<file path="config.mk">
export PLATFORM = sky130hd
export DESIGN_NAME = spba_adapter
export DESIGN_NICKNAME = d
export VERILOG_FILES = /design/src/core/spba_pkg.sv /design/src/core/spba_adapter.sv /design/src/core/spba_sync.sv
export SDC_FILE = /design/constraint.sdc
export NUM_CORES = 1
export LEC_CHECK = 0
export ABC_CLOCK_PERIOD_IN_PS = 2300
export BUFFER_PORTS_ARGS = -buffer_cell sky130_fd_sc_hd__buf_2
export CORE_MARGIN = 10
export CORE_UTILIZATION = 45
export CTS_BUF_LIST = sky130_fd_sc_hd__clkbuf_16
export CTS_CLUSTER_DIAMETER = 120
export DETAILED_ROUTE_END_ITERATION = 7
export PLACE_DENSITY = 0.7
export SLEW_MARGIN = 25
export SYNTH_ARGS = -nofsm -noshare
export SYNTH_HDL_FRONTEND = slang
export SYNTH_HIERARCHICAL = 1
export SYNTH_SLANG_ARGS = --single-unit
</file>
<file path="constraint.sdc">
create_clock -name sys_clk_i -period 2.3 [get_ports sys_clk_i]
set_clock_uncertainty 0.2 [all_clocks]
set_input_delay 0.115 -clock sys_clk_i [delete_from_list [all_inputs] [get_ports sys_clk_i]]
set_output_delay 0.115 -clock sys_clk_i [all_outputs]
set_load 0.01 [all_outputs]
</file>
<file path="src/core/spba_pkg.sv">
// Package for the slow peripheral bus adapter: states, output bundle, constants.
// Assumes a single bus clock shared with the processor local bus.
package spba_pkg;

  typedef enum logic [2:0] {
    SPBA_IDLE,
    SPBA_HOLD1,
    SPBA_HOLD2,
    SPBA_HOLD3,
    SPBA_READ,
    SPBA_WRITE
  } spba_state_t;

  // Strobes toward the peripherals, all active low.
  typedef struct packed {
    logic serial_chip_enable_n;
    logic timer_chip_enable_n;
    logic read_strobe_n;
    logic write_strobe_n;
    logic data_enable_n;
  } spba_strobes_t;

  localparam spba_strobes_t SPBA_STROBES_IDLE = 5'h1f;
  localparam int SPBA_SYNC_STAGES = 2;
  localparam int SPBA_SYNC_W = 5;
  // Bit positions within the synchronised input vector.
  localparam int SPBA_IX_ADDR_STROBE = 0;
  localparam int SPBA_IX_CS = 1;
  localparam int SPBA_IX_A3 = 2;
  localparam int SPBA_IX_WAIT = 3;
  localparam int SPBA_IX_BURST_LAST = 4;

endpackage

</file>
<file path="src/core/spba_adapter.sv">
// Slow peripheral bus adapter: qualifies the chip select with the address
// strobe, picks the serial port or timer by address bit A3, holds off the
// command strobes, and drives the data transceiver enable and direction.
// Assumes the processor's wait-state generator sets the cycle length and
// that its region holds the peripherals as 8-bit, non-burst, non-pipelined.
//
// Contract
// RULE1: Address bit A3 selects serial port or timer.
// RULE2: Chip select counts only with address strobe.
// RULE3: Machine makes enables, strobes and data enable.
// RULE4: Transceiver enable is OR of low-true selects.
// RULE5: Transceiver direction follows processor direction directly.
// RULE6: Write strobe follows wait while writing.
// RULE7: Strobes delayed to meet command recovery time.
// RULE8: Peripheral region is 8-bit, non-burst, non-pipelined.
// RULE9: Processor wait-state generator sets cycle length.
// RULE10: Processor leaves data undriven during turnaround states.
// RULE11: Turnaround states cover peripheral data float time.
// RULE12: Three hold-off states with chip enable, no strobes.
// RULE13: Read strobe held until burst last, then idle.
// RULE14: Write strobe from wait until burst last.
// RULE15: Reset gives idle with all outputs deasserted.
`timescale 1ns/1ps
module spba_adapter
  import spba_pkg::*;
(
  // Clock and reset
  input wire logic sys_clk_i,
  input wire logic rst_n_i,
  // Processor local bus
  input wire logic address_strobe_n_i,
  input wire logic burst_last_n_i,
  input wire logic wait_n_i,
  input wire logic transfer_direction_i,
  input wire logic addr_bit3_i,
  // Address-only chip select from the decoder
  input wire logic chip_select_n_i,
  // Peripheral strobes
  output logic serial_chip_enable_n_o,
  output logic timer_chip_enable_n_o,
  output logic read_strobe_n_o,
  output logic write_strobe_n_o,
  output logic data_enable_n_o,
  // Data transceiver control
  output logic transceiver_enable_n_o,
  output logic transceiver_dir_o
);

  localparam logic [SPBA_SYNC_W-1:0] SYNC_RST = 5'h1b;

  logic [SPBA_SYNC_W-1:0] pins;
  logic [SPBA_SYNC_W-1:0] synced;
  spba_state_t state_q, state_d;
  spba_strobes_t strobes_q, strobes_d;
  logic sel_serial_q, sel_serial_d;
  logic is_write_q, is_write_d;
  logic xcvr_en_n_q, xcvr_en_n_d;
  logic xcvr_dir_q, xcvr_dir_d;

  always_comb begin
    pins = '0;
    pins[SPBA_IX_ADDR_STROBE] = address_strobe_n_i;
    pins[SPBA_IX_CS] = chip_select_n_i;
    pins[SPBA_IX_A3] = addr_bit3_i;
    pins[SPBA_IX_WAIT] = wait_n_i;
    pins[SPBA_IX_BURST_LAST] = burst_last_n_i;
  end

  // The pins arrive from outside, so each but the transfer direction passes two flops before use; the
  // cost is two cycles of latency that the wait-state count must absorb.
  spba_sync #(
    .WIDTH(SPBA_SYNC_W),
    .RESET_VAL(SYNC_RST)
  ) u_sync (
    .sys_clk_i(sys_clk_i),
    .rst_n_i(rst_n_i),
    .async_i(pins),
    .sync_o(synced)
  );

  logic addr_strobe_n_s, cs_n_s, a3_s, wait_n_s, burst_last_n_s, selected;
  assign addr_strobe_n_s = synced[SPBA_IX_ADDR_STROBE];
  assign cs_n_s = synced[SPBA_IX_CS];
  assign a3_s = synced[SPBA_IX_A3];
  assign wait_n_s = synced[SPBA_IX_WAIT];
  assign burst_last_n_s = synced[SPBA_IX_BURST_LAST];
  assign selected = !addr_strobe_n_s && !cs_n_s; // [RULE2]

  // There is no ready output: the processor's own wait states and its
  // burst last alone set how long each access lasts. [RULE9]
  // The region is taken to be byte wide and single access, so one burst
  // last closes every access. [RULE8]
  always_comb begin
    state_d = state_q;
    sel_serial_d = sel_serial_q;
    is_write_d = is_write_q;
    case (state_q)
      SPBA_IDLE: begin
        if (selected) begin
          state_d = SPBA_HOLD1;
          sel_serial_d = a3_s; // [RULE1]
          is_write_d = transfer_direction_i;
        end
      end
      // Holding off the command gives the peripherals their address setup
      // and recovery time between back-to-back accesses.
      SPBA_HOLD1: begin
        state_d = SPBA_HOLD2; // [RULE7] [RULE12]
      end
      SPBA_HOLD2: begin
        state_d = SPBA_HOLD3; // [RULE12]
      end
      SPBA_HOLD3: begin
        state_d = is_write_q ? SPBA_WRITE : SPBA_READ; // [RULE12]
      end
      SPBA_READ: begin
        // The read strobe rises on leaving, so the processor's turnaround
        // states give the peripheral time to float its data. [RULE10] [RULE11]
        if (!burst_last_n_s) begin
          state_d = SPBA_IDLE; // [RULE13]
        end
      end
      SPBA_WRITE: begin
        if (!burst_last_n_s) begin
          state_d = SPBA_IDLE; // [RULE14]
        end
      end
      default: begin
        state_d = SPBA_IDLE;
      end
    endcase
  end

  // Strobes are decoded from the next state so they change with the state register.
  always_comb begin
    strobes_d = SPBA_STROBES_IDLE;
    case (state_d)
      SPBA_IDLE: begin
        strobes_d = SPBA_STROBES_IDLE; // [RULE15]
      end
      SPBA_HOLD1: begin
        strobes_d.serial_chip_enable_n = !sel_serial_d; // [RULE1] [RULE3]
        strobes_d.timer_chip_enable_n = sel_serial_d; // [RULE1] [RULE3]
        strobes_d.data_enable_n = 1'b0; // [RULE3] [RULE12]
      end
      SPBA_HOLD2: begin
        strobes_d.serial_chip_enable_n = !sel_serial_d; // [RULE1] [RULE3]
        strobes_d.timer_chip_enable_n = sel_serial_d; // [RULE1] [RULE3]
        strobes_d.data_enable_n = 1'b0; // [RULE3] [RULE12]
      end
      SPBA_HOLD3: begin
        strobes_d.serial_chip_enable_n = !sel_serial_d; // [RULE1] [RULE3]
        strobes_d.timer_chip_enable_n = sel_serial_d; // [RULE1] [RULE3]
        strobes_d.data_enable_n = 1'b0; // [RULE3] [RULE12]
      end
      SPBA_READ: begin
        strobes_d.serial_chip_enable_n = !sel_serial_d; // [RULE1] [RULE3]
        strobes_d.timer_chip_enable_n = sel_serial_d; // [RULE1] [RULE3]
        strobes_d.data_enable_n = 1'b0; // [RULE3]
        strobes_d.read_strobe_n = 1'b0; // [RULE13]
      end
      SPBA_WRITE: begin
        strobes_d.serial_chip_enable_n = !sel_serial_d; // [RULE1] [RULE3]
        strobes_d.timer_chip_enable_n = sel_serial_d; // [RULE1] [RULE3]
        strobes_d.data_enable_n = 1'b0; // [RULE3]
        strobes_d.write_strobe_n = wait_n_s; // [RULE6] [RULE14]
      end
      default: begin
        strobes_d = SPBA_STROBES_IDLE;
      end
    endcase
  end

  always_comb begin
    xcvr_en_n_d = cs_n_s || strobes_d.data_enable_n; // [RULE4]
    // The direction path only adds the output register so outputs stay flopped.
    xcvr_dir_d = transfer_direction_i; // [RULE5]
  end

  always_ff @(posedge sys_clk_i or negedge rst_n_i) begin
    if (!rst_n_i) begin
      state_q <= SPBA_IDLE; // [RULE15]
      sel_serial_q <= 1'b0;
      is_write_q <= 1'b0;
    end else begin
      state_q <= state_d;
      sel_serial_q <= sel_serial_d;
      is_write_q <= is_write_d;
    end
  end

  always_ff @(posedge sys_clk_i or negedge rst_n_i) begin
    if (!rst_n_i) begin
      strobes_q <= SPBA_STROBES_IDLE; // [RULE15]
    end else begin
      strobes_q <= strobes_d;
    end
  end

  always_ff @(posedge sys_clk_i or negedge rst_n_i) begin
    if (!rst_n_i) begin
      xcvr_en_n_q <= 1'b1;
      xcvr_dir_q <= 1'b0;
    end else begin
      xcvr_en_n_q <= xcvr_en_n_d;
      xcvr_dir_q <= xcvr_dir_d;
    end
  end

  assign serial_chip_enable_n_o = strobes_q.serial_chip_enable_n;
  assign timer_chip_enable_n_o = strobes_q.timer_chip_enable_n;
  assign read_strobe_n_o = strobes_q.read_strobe_n;
  assign write_strobe_n_o = strobes_q.write_strobe_n;
  assign data_enable_n_o = strobes_q.data_enable_n;
  assign transceiver_enable_n_o = xcvr_en_n_q;
  assign transceiver_dir_o = xcvr_dir_q;

endmodule // spba_adapter

</file>
<file path="src/core/spba_sync.sv">
// Two-flop synchroniser bank for pin inputs of the adapter.
// Assumes inputs may change asynchronously to the bus clock.
`timescale 1ns/1ps
module spba_sync #(
  parameter int WIDTH = 5,
  parameter logic [WIDTH-1:0] RESET_VAL = '0
) (
  // Clock and reset
  input wire logic sys_clk_i,
  input wire logic rst_n_i,
  // Data
  input wire logic [WIDTH-1:0] async_i,
  output logic [WIDTH-1:0] sync_o
);

  logic [WIDTH-1:0] meta_q;
  logic [WIDTH-1:0] sync_q;

  always_ff @(posedge sys_clk_i or negedge rst_n_i) begin
    if (!rst_n_i) begin
      meta_q <= RESET_VAL;
      sync_q <= RESET_VAL;
    end else begin
      meta_q <= async_i;
      sync_q <= meta_q;
    end
  end

  assign sync_o = sync_q;

endmodule // spba_sync

</file>
==> qor.txt, run 1 <==
CLOCKING
----------------------------------------------------------------------------------------------------
Clock tree from TritonCTS .............................................................          yes
Post-CTS Repair Setup Buffers .........................................................            0
Clock-pin slew reported for the worst setup and hold paths after clock tree synthesis .        60 ps
Number of buffers on the longest clock path ...........................................            2
Latest clock arrival within the worst-skew pair .......................................       250 ps
CTS sink cnt ..........................................................................           22
Maximum level of the CTS H-tree .......................................................            1
PostCTS Resize Cnt ....................................................................            0
CTS Root Cell .........................................................................    clkbuf_16
CTS Buf Count .........................................................................            3

FLOORPLANNING
----------------------------------------------------------------------------------------------------
Die Footprint ......................................................................... 0.003689 sq mm
Area of the core ...................................................................... 0.001541 sq mm
Number of placement rows ..............................................................           14
Y dimension of the die ................................................................ 60.74 microns
Boundary pin count ....................................................................           15
Chip Width ............................................................................ 60.74 microns
Starting density of the core ..........................................................       0.4846

PWR
----------------------------------------------------------------------------------------------------
Part of the power in the clock network ................................................        0.360
Leak Pwr ..............................................................................    0.4592 nW
Internal power consumption ............................................................    0.9938 mW
Sequential cell fraction of total power ...............................................        0.435
Net switching power ...................................................................    0.3236 mW
Power per Cell Area ................................................................... 1313 mW/mm^2
Switching Fraction ....................................................................       0.2456
Maximum vdd ir drop ...................................................................  0.0007477 V
Relative contribution of combinational cells to total power ...........................        0.205

WORST SETUP PATH
----------------------------------------------------------------------------------------------------
Max FO, Critical Path .................................................................            5
Critical path required time ...........................................................      2240 ps
Sort of element at the end of the critical path .......................................    flip-flop
Top cell family by delay on the critical path ......................................... simple AND/OR/NAND/NOR gates
WP buf/inv ............................................................................            0
CP startpoint kind ....................................................................    flip-flop
Slowest cell on the critical path .....................................................        or4_1
Delay of the slowest cell on the worst path ...........................................       530 ps
Worst setup path class ................................................................      reg2reg
Crit-path cells ....................................................................... or2_0 -> or4_1 -> mux2_4
Data arrival time of the critical path ................................................      1690 ps

OUTCOME
----------------------------------------------------------------------------------------------------
Status ................................................................................ finished, final reports clean

YOSYS
----------------------------------------------------------------------------------------------------
Most frequent cell after synthesis ....................................................      dfstp_2
Most instantiated cells after synthesis ............................................... dfstp_2, dfrtp_1, nor2_1, inv_1
Syn Area/Cell .........................................................................  14.94 sq um
Warnings from Yosys ...................................................................            6
Prevailing post-synth register cell ...................................................      dfstp_2
Most area-hungry cell type in the Yosys netlist .......................................      dfstp_2
Number of enable flip-flop cells after synthesis ......................................            0
Distinct cell type count after synthesis ..............................................           23
Part of the Yosys area used for sequential elements ...................................       0.7605
Most area-consuming cells after synthesis ............................................. dfstp_2, dfrtp_1, o22a_1
Area share of the leading cell type in the synthesized netlist ........................       0.4925
Synth async-reset ratio ...............................................................        1.000
Total nets after synthesis ............................................................           58
Number of cells produced by synthesis .................................................           50
Flip-flop and latch count after synthesis .............................................           22
Synthesized cell area .................................................................  747.0 sq um

ROUTE
----------------------------------------------------------------------------------------------------
Total DRC errors in the routed layout .................................................            0
Number of detailed-route iterations in the first pass .................................            3
Post-route antenna net violation count ................................................            0
Iter 0 DRT Violations .................................................................            1
Vias per cell .........................................................................        4.854
Average wire per standard cell ........................................................ 13.99 microns
Total routed wirelength ............................................................... 1245 microns
Via count of the routed design ........................................................          432

TIMING
----------------------------------------------------------------------------------------------------
Period Utilization, post-route ........................................................       0.7640
Final hold violation count ............................................................            0
RSZ-0062 raised after global routing ..................................................        false
Total Neg Setup Slack .................................................................         0 ps
Final count of negative-setup-slack endpoints .........................................            0
Maximum achievable frequency ..........................................................    569.1 MHz
Pin slew with the least headroom to its limit .........................................     449.4 ps
Setup slack after layout ..............................................................     542.8 ps
Count of pins over their slew limit ...................................................            0
Min cycle time layout .................................................................      1757 ps
Relative max-transition margin ........................................................       0.7004

PLACE
----------------------------------------------------------------------------------------------------
Detailed Place HPWL ................................................................... 878.7 microns
Global placer's final weighted congestion .............................................       0.6960
Post-Place Setup Slack ................................................................     536.2 ps
Count of buffers from port buffering ..................................................           14

LAYOUT
----------------------------------------------------------------------------------------------------
Filler instances ......................................................................          117
Fraction of final layout cells with drive strength greater than 1 .....................       0.4658
Net total in the final layout .........................................................           82
Antenna diodes ........................................................................            0
Area overhead of the layout relative to synthesis .....................................       34.34%

GLOBAL ROUTE
----------------------------------------------------------------------------------------------------
Antenna violations before repair ......................................................            0
Most crowded layer after global routing ...............................................         met2
Number of global-route vias before repair .............................................          456
First-pass GRT wire length ............................................................ 2083 microns
Met3 GRT Util .........................................................................      0.05637
Maximum number of pins on one net before global-route repair ..........................           23
Global-route usage over all layers ....................................................      0.07885
Met1 Track Usage GR ...................................................................      0.07836
Met2 track demand over resource in global routing .....................................       0.1223
Grt total ovfl ........................................................................            0

WORST HOLD PATH
----------------------------------------------------------------------------------------------------
Hold crit path type ...................................................................     in2async

RUN
----------------------------------------------------------------------------------------------------
MaxCap Viol Count .....................................................................            0

## power by group through the flow
stage          Sequential [mW]  Combinational [mW]  Clock (mW)
2_1_floorplan            0.590               0.161           0
3_3_place_gp             0.571               0.260           0
3_5_place_dp             0.580               0.267           0
4_1_cts                  0.576               0.278       0.486
5_1_grt                  0.586               0.310       0.495
6_report                 0.573               0.270       0.474
## worst reg2reg max path, delay by kind of cell (launching register included)
kind             cells  cell delay (ps)
and+or+nand+nor      2              750
muxes                1              340
DFF                  1              350
## path summary, 6_finish.rpt
path	startpoint	endpoint	slack, ps	cells after the start
worst min-delay path	rst_n_i	state_q[0]$_DFF_PN0_	140	2
min in group sys_clk_i	u_sync/meta_q[2]$_DFF_PN0_	u_sync/sync_o[2]$_DFF_PN0_	150	0
worst max-delay path	u_sync/sync_o[0]$_DFF_PN1_	is_write_q$_DFFE_PN0P_	540	3
max in group asynchronous	rst_n_i	transceiver_enable_n_o$_DFF_PN1_	1420	2
worst max register to register	u_sync/sync_o[0]$_DFF_PN1_	is_write_q$_DFFE_PN0P_	540	3
worst min register to register	u_sync/meta_q[2]$_DFF_PN0_	u_sync/sync_o[2]$_DFF_PN0_	150	0
## flip-flops by register name, indices dropped and copies added, names as in the netlist
| register | flops |
|---|---|
| transceiver_enable_n_o | 1 |
| data_enable_n_o | 1 |
| timer_chip_enable_n_o | 1 |
| u_sync/meta_q | 5 |
| serial_chip_enable_n_o | 1 |
| write_strobe_n_o | 1 |
| state_q | 3 |
| sel_serial_q | 1 |
| read_strobe_n_o | 1 |
| u_sync/sync_o | 5 |
| transceiver_dir_o | 1 |
| is_write_q | 1 |
## per-layer routing
| metal | wire, microns | share of wire |
|---|---|---|
| met1 | 488 | 0.39 |
| met2 | 609 | 0.49 |
| met3 | 126 | 0.10 |
| met4 | 21 | 0.017 |
| met5 | 0 | 0 |
## layout make-up
cell class	count	area, sq um	share of cell area
flip-flops and latches	22	568.0	0.5661
clock inverters	1	30.03	0.02993
well taps	16	20.02	0.01995
inverters	3	11.26	0.01122
repair buffers	21	140.1	0.1397
multi-input cells	23	158.9	0.1584
clock buffers	3	75.07	0.07481
## cell usage in the layout, fill, tap and decap left out
master	synthesis	layout
mux2_4	1	1
a32oi_1	1	1
o21ai_0	1	1
nand2_1	1	1
bufinv_16	0	1
mux2i_1	1	1
dlygate4sd3_1	0	7
dfrtp_1	8	8
nand3_1	1	1
dfstp_2	14	14
or2_0	1	1
nor2_1	4	4
xnor2_1	1	1
or3_1	1	1
o21ba_2	1	1
inv_1	3	3
clkbuf_16	0	3
o21bai_1	1	1
and3b_1	1	1
a21o_1	1	1
a21oi_1	2	2
or4_1	1	1
nor2b_1	1	1
o22a_1	2	2
buf_2	1	14
## metrics by stage
| step | instances | utilization | power (mW) | instance area, sq um | hold slack, ps |
|---|---|---|---|---|---|
| 6_report | 89 | 0.6510 | 1.317 | 1003 | 140.4 |
| 5_1_grt | 89 | 0.6510 | 1.392 | 1003 | 159.8 |
| 4_1_cts | 89 | 0.6510 | 1.340 | 1003 | 147.8 |
| 3_5_place_dp | 78 | 0.5373 | 0.8469 | 828.3 | -112.4 |
| 3_3_place_gp | 78 | 0.5373 | 0.8316 | 828.3 | -114.7 |
| 2_1_floorplan | 50 | - | 0.7515 | 747.0 | -380.6 |
## kinds of logic (layout without fill, tap and decap cells)
logic type	Yosys count	count (layout)	synth area share
AO/OA/AOI/OAI	9	9	0.08879
XOR/XNOR	1	1	0.01173
buffers and inverters	5	28	0.02679
flip-flops	22	22	0.7605
multiplexers	2	2	0.03350
AND/OR/NAND/NOR	11	11	0.07873
## repair_timing
action                     4_1_cts  5_1_grt
setup endpoints to repair        0        0
hold buffers                     7        0
hold endpoints to repair        29        0
(Power assumes the default switching activity.)
==> run 2: changes to the inputs <==
--- a/config.mk
+++ b/config.mk
@@ -5,14 +5,14 @@
 export SDC_FILE = /design/constraint.sdc
 export NUM_CORES = 1
 export LEC_CHECK = 0
-export ABC_CLOCK_PERIOD_IN_PS = 2300
+export ABC_CLOCK_PERIOD_IN_PS = 1600
 export BUFFER_PORTS_ARGS = -buffer_cell sky130_fd_sc_hd__buf_2
 export CORE_MARGIN = 10
 export CORE_UTILIZATION = 45
 export CTS_BUF_LIST = sky130_fd_sc_hd__clkbuf_16
 export CTS_CLUSTER_DIAMETER = 120
 export DETAILED_ROUTE_END_ITERATION = 7
-export PLACE_DENSITY = 0.7
+export PLACE_DENSITY = 0.73
 export SLEW_MARGIN = 25
 export SYNTH_ARGS = -nofsm -noshare
 export SYNTH_HDL_FRONTEND = slang
==> constraint.sdc (replaced) <==
create_clock -name sys_clk_i -period 1.6 [get_ports sys_clk_i]
set_clock_uncertainty 0.2 [all_clocks]
set_input_delay 0.08 -clock sys_clk_i [delete_from_list [all_inputs] [get_ports sys_clk_i]]
set_output_delay 0.08 -clock sys_clk_i [all_outputs]
set_load 0.01 [all_outputs]
==> qor.txt, run 2 (same netlist as run 1, synthesis figures left out) <==
WORST SETUP PATH
----------------------------------------------------------------------------------------------------
Critical path required time ...........................................................      1540 ps   was 2240 ps
Count of cells along the worst register-to-register path ..............................            3   unchanged
Worst setup path class ................................................................      reg2reg   unchanged
Start of the worst register-to-register path .......................................... u_sync/sync_o[0]$_DFF_PN1_   unchanged
Data arrival time of the critical path ................................................      1590 ps   was 1690 ps
Reg2reg setup slack ...................................................................       -50 ps   was 540 ps
Reg-to-reg endpoint ................................................................... is_write_q$_DFFE_PN0P_   unchanged
CP startpoint kind ....................................................................    flip-flop   unchanged
Max FO, Critical Path .................................................................            2   was 5
Sort of element at the end of the critical path .......................................    flip-flop   unchanged

GLOBAL ROUTE
----------------------------------------------------------------------------------------------------
Number of global-route vias before repair .............................................          536   was 456
Grt total ovfl ........................................................................            0   unchanged
First-pass GRT wire length ............................................................ 2352 microns   was 2083 microns
Antenna violations before repair ......................................................            0   unchanged
Maximum number of pins on one net before global-route repair ..........................           23   unchanged
Global-route usage over all layers ....................................................      0.08644   was 0.07885

TIMING
----------------------------------------------------------------------------------------------------
Pin slew with the least headroom to its limit .........................................     462.6 ps   was 449.4 ps
Maximum achievable frequency ..........................................................    605.8 MHz   was 569.1 MHz
Setup slack after layout ..............................................................    -50.60 ps   was 542.8 ps
RSZ-0062 raised after global routing ..................................................         true   was false
Count of pins over their slew limit ...................................................            0   unchanged
Smallest hold slack ...................................................................     108.9 ps   was 140.4 ps
Min cycle time layout .................................................................      1651 ps   was 1757 ps
Period Utilization, post-route ........................................................        1.032   was 0.7640
Relative max-transition margin ........................................................       0.6916   was 0.7004
Final count of negative-setup-slack endpoints .........................................            4   was 0
Final hold violation count ............................................................            0   unchanged

LAYOUT
----------------------------------------------------------------------------------------------------
Most frequent cells in the layout ..................................................... dfstp_2, buf_2, dfrtp_1   unchanged
Filler instances ......................................................................          110   was 117
Fraction of final layout cells with drive strength greater than 1 .....................       0.5128   was 0.4658
Final Instance Count excl. Fillers ....................................................           94   was 89
Multi-input gate area .................................................................  163.9 sq um   was 158.9 sq um
Antenna diodes ........................................................................            0   unchanged
FF/Latch Area .........................................................................  568.0 sq um   unchanged
Area overhead of the layout relative to synthesis .....................................       37.02%   was 34.34%
Net total in the final layout .........................................................           87   was 82

FLOORPLANNING
----------------------------------------------------------------------------------------------------
Chip Width ............................................................................ 60.74 microns   unchanged
Starting density of the core ..........................................................       0.4846   unchanged
Die Footprint ......................................................................... 0.003689 sq mm   unchanged
Y dimension of the die ................................................................ 60.74 microns   unchanged
Number of placement rows ..............................................................           14   unchanged
Area of the core ...................................................................... 0.001541 sq mm   unchanged
Boundary pin count ....................................................................           15   unchanged

WORST HOLD PATH
----------------------------------------------------------------------------------------------------
Hold crit path type ...................................................................     in2async   unchanged

ROUTE
----------------------------------------------------------------------------------------------------
Total routed wirelength ............................................................... 1363 microns   was 1245 microns
Total DRC errors in the routed layout .................................................            0   unchanged
Vias per cell .........................................................................        4.915   was 4.854
Via count of the routed design ........................................................          462   was 432
Number of detailed-route iterations in the first pass .................................            2   was 3
Post-route antenna net violation count ................................................            0   unchanged
Average wire per standard cell ........................................................ 14.50 microns   was 13.99 microns
Iter 0 DRT Violations .................................................................            2   was 1

CLOCKING
----------------------------------------------------------------------------------------------------
CTS sink cnt ..........................................................................           22   unchanged
Number of buffers on the longest clock path ...........................................            2   unchanged
Latest clock arrival within the worst-skew pair .......................................       250 ps   about the same
Clock-pin slew reported for the worst setup and hold paths after clock tree synthesis .        60 ps   about the same
Maximum level of the CTS H-tree .......................................................            1   unchanged
Clock tree from TritonCTS .............................................................          yes   unchanged
CTS Root Cell .........................................................................    clkbuf_16   unchanged
CTS Buf Count .........................................................................            3   unchanged

PLACE
----------------------------------------------------------------------------------------------------
Post-Place Setup Slack ................................................................    -79.70 ps   was 536.2 ps
Number of cells in the design after placement .........................................           82   was 78
Count of buffers from port buffering ..................................................           14   unchanged
Detailed Place HPWL ................................................................... 904.1 microns   was 878.7 microns
Global placer's final weighted congestion .............................................       0.7134   was 0.6960

PWR
----------------------------------------------------------------------------------------------------
Maximum vdd ir drop ...................................................................   0.001033 V   was 0.0007477 V
Leak Pwr ..............................................................................    0.4778 nW   was 0.4592 nW
Power per Cell Area ................................................................... 1764 mW/mm^2   was 1313 mW/mm^2
Total design power ....................................................................     1.805 mW   was 1.317 mW

OUTCOME
----------------------------------------------------------------------------------------------------
Status ................................................................................ finished, violations left   was finished, final reports clean
Violations in the final reports ....................................................... negative setup slack

RUN
----------------------------------------------------------------------------------------------------
MaxCap Viol Count .....................................................................            0   unchanged

## run 2: cell count changes in the layout (fill, tap and decap cells not counted)
cell	before	now
inv_1	3	4
bufinv_16	1	0
or2_0	1	0
and3b_2	0	1
buf_6	0	1
and3b_1	1	0
buf_4	0	4
or4_1	1	0
or4_4	0	1
or2_1	0	1
## run 2: worst max-delay path by stage
stage	startpoint	to	slack, ps	cells after the start
after global routing	u_sync/sync_o[0]$_DFF_PN1_	is_write_q$_DFFE_PN0P_	-80	3
after detailed placement	u_sync/sync_o[0]$_DFF_PN1_	timer_chip_enable_n_o$_DFF_PN1_	-80	4
final	u_sync/sync_o[0]$_DFF_PN1_	is_write_q$_DFFE_PN0P_	-50	3
after global placement	u_sync/sync_o[0]$_DFF_PN1_	serial_chip_enable_n_o$_DFF_PN1_	-40	4
after CTS	u_sync/sync_o[0]$_DFF_PN1_	is_write_q$_DFFE_PN0P_	-40	3
after floorplan	u_sync/sync_o[0]$_DFF_PN1_	is_write_q$_DFFE_PN0P_	-100	4
## run 2: cell type report
class                   count  share of cell area
flip-flops and latches     22              0.5550
repair buffers             26              0.1773
multi-input cells          23              0.1601
clock buffers               3             0.07335
well taps                  16             0.01956
inverters                   3             0.01100
clock inverters             1            0.003667
## run 2: per-stage QoR
| step | instance area, sq um | TNS [ps] | utilization |
|---|---|---|---|
| 3_5_place_dp | 858.3 | -259.8 | 0.5568 |
| 4_1_cts | 1022 | -77.49 | 0.6631 |
| 2_1_floorplan | 747.0 | -96.44 | - |
| 6_report | 1023 | -121.4 | 0.6640 |
| 5_1_grt | 1023 | -295.8 | 0.6640 |
| 3_3_place_gp | 858.3 | -136.0 | 0.5568 |
## run 2: timing repair
action,in CTS,in global routing
setup endpoints to repair,4,5
hold endpoints to repair,29,0
setup buffers,1,0
resized for setup,3,1
hold buffers,7,0
## run 2: critical path, cell delays in order (launching register included)
cell	delay, ps
dfstp_2	350
or2_1	240
or4_4	440
mux2_4	310
## run 2: per-layer routing
metal | GRT usage | vias up | wire, microns
li1 | - | 223 | -
met1 | 0.08944 | 224 | 545
met2 | 0.1426 | 12 | 706
met3 | 0.03549 | 3 | 89
met4 | 0.05329 | 0 | 21
met5 | 0 | - | 0
## run 2: power breakdown
group,internal (mW),switching (mW)
Combinational,0.249,0.245
Clock,0.333,0.181
Sequential,0.736,0.0609
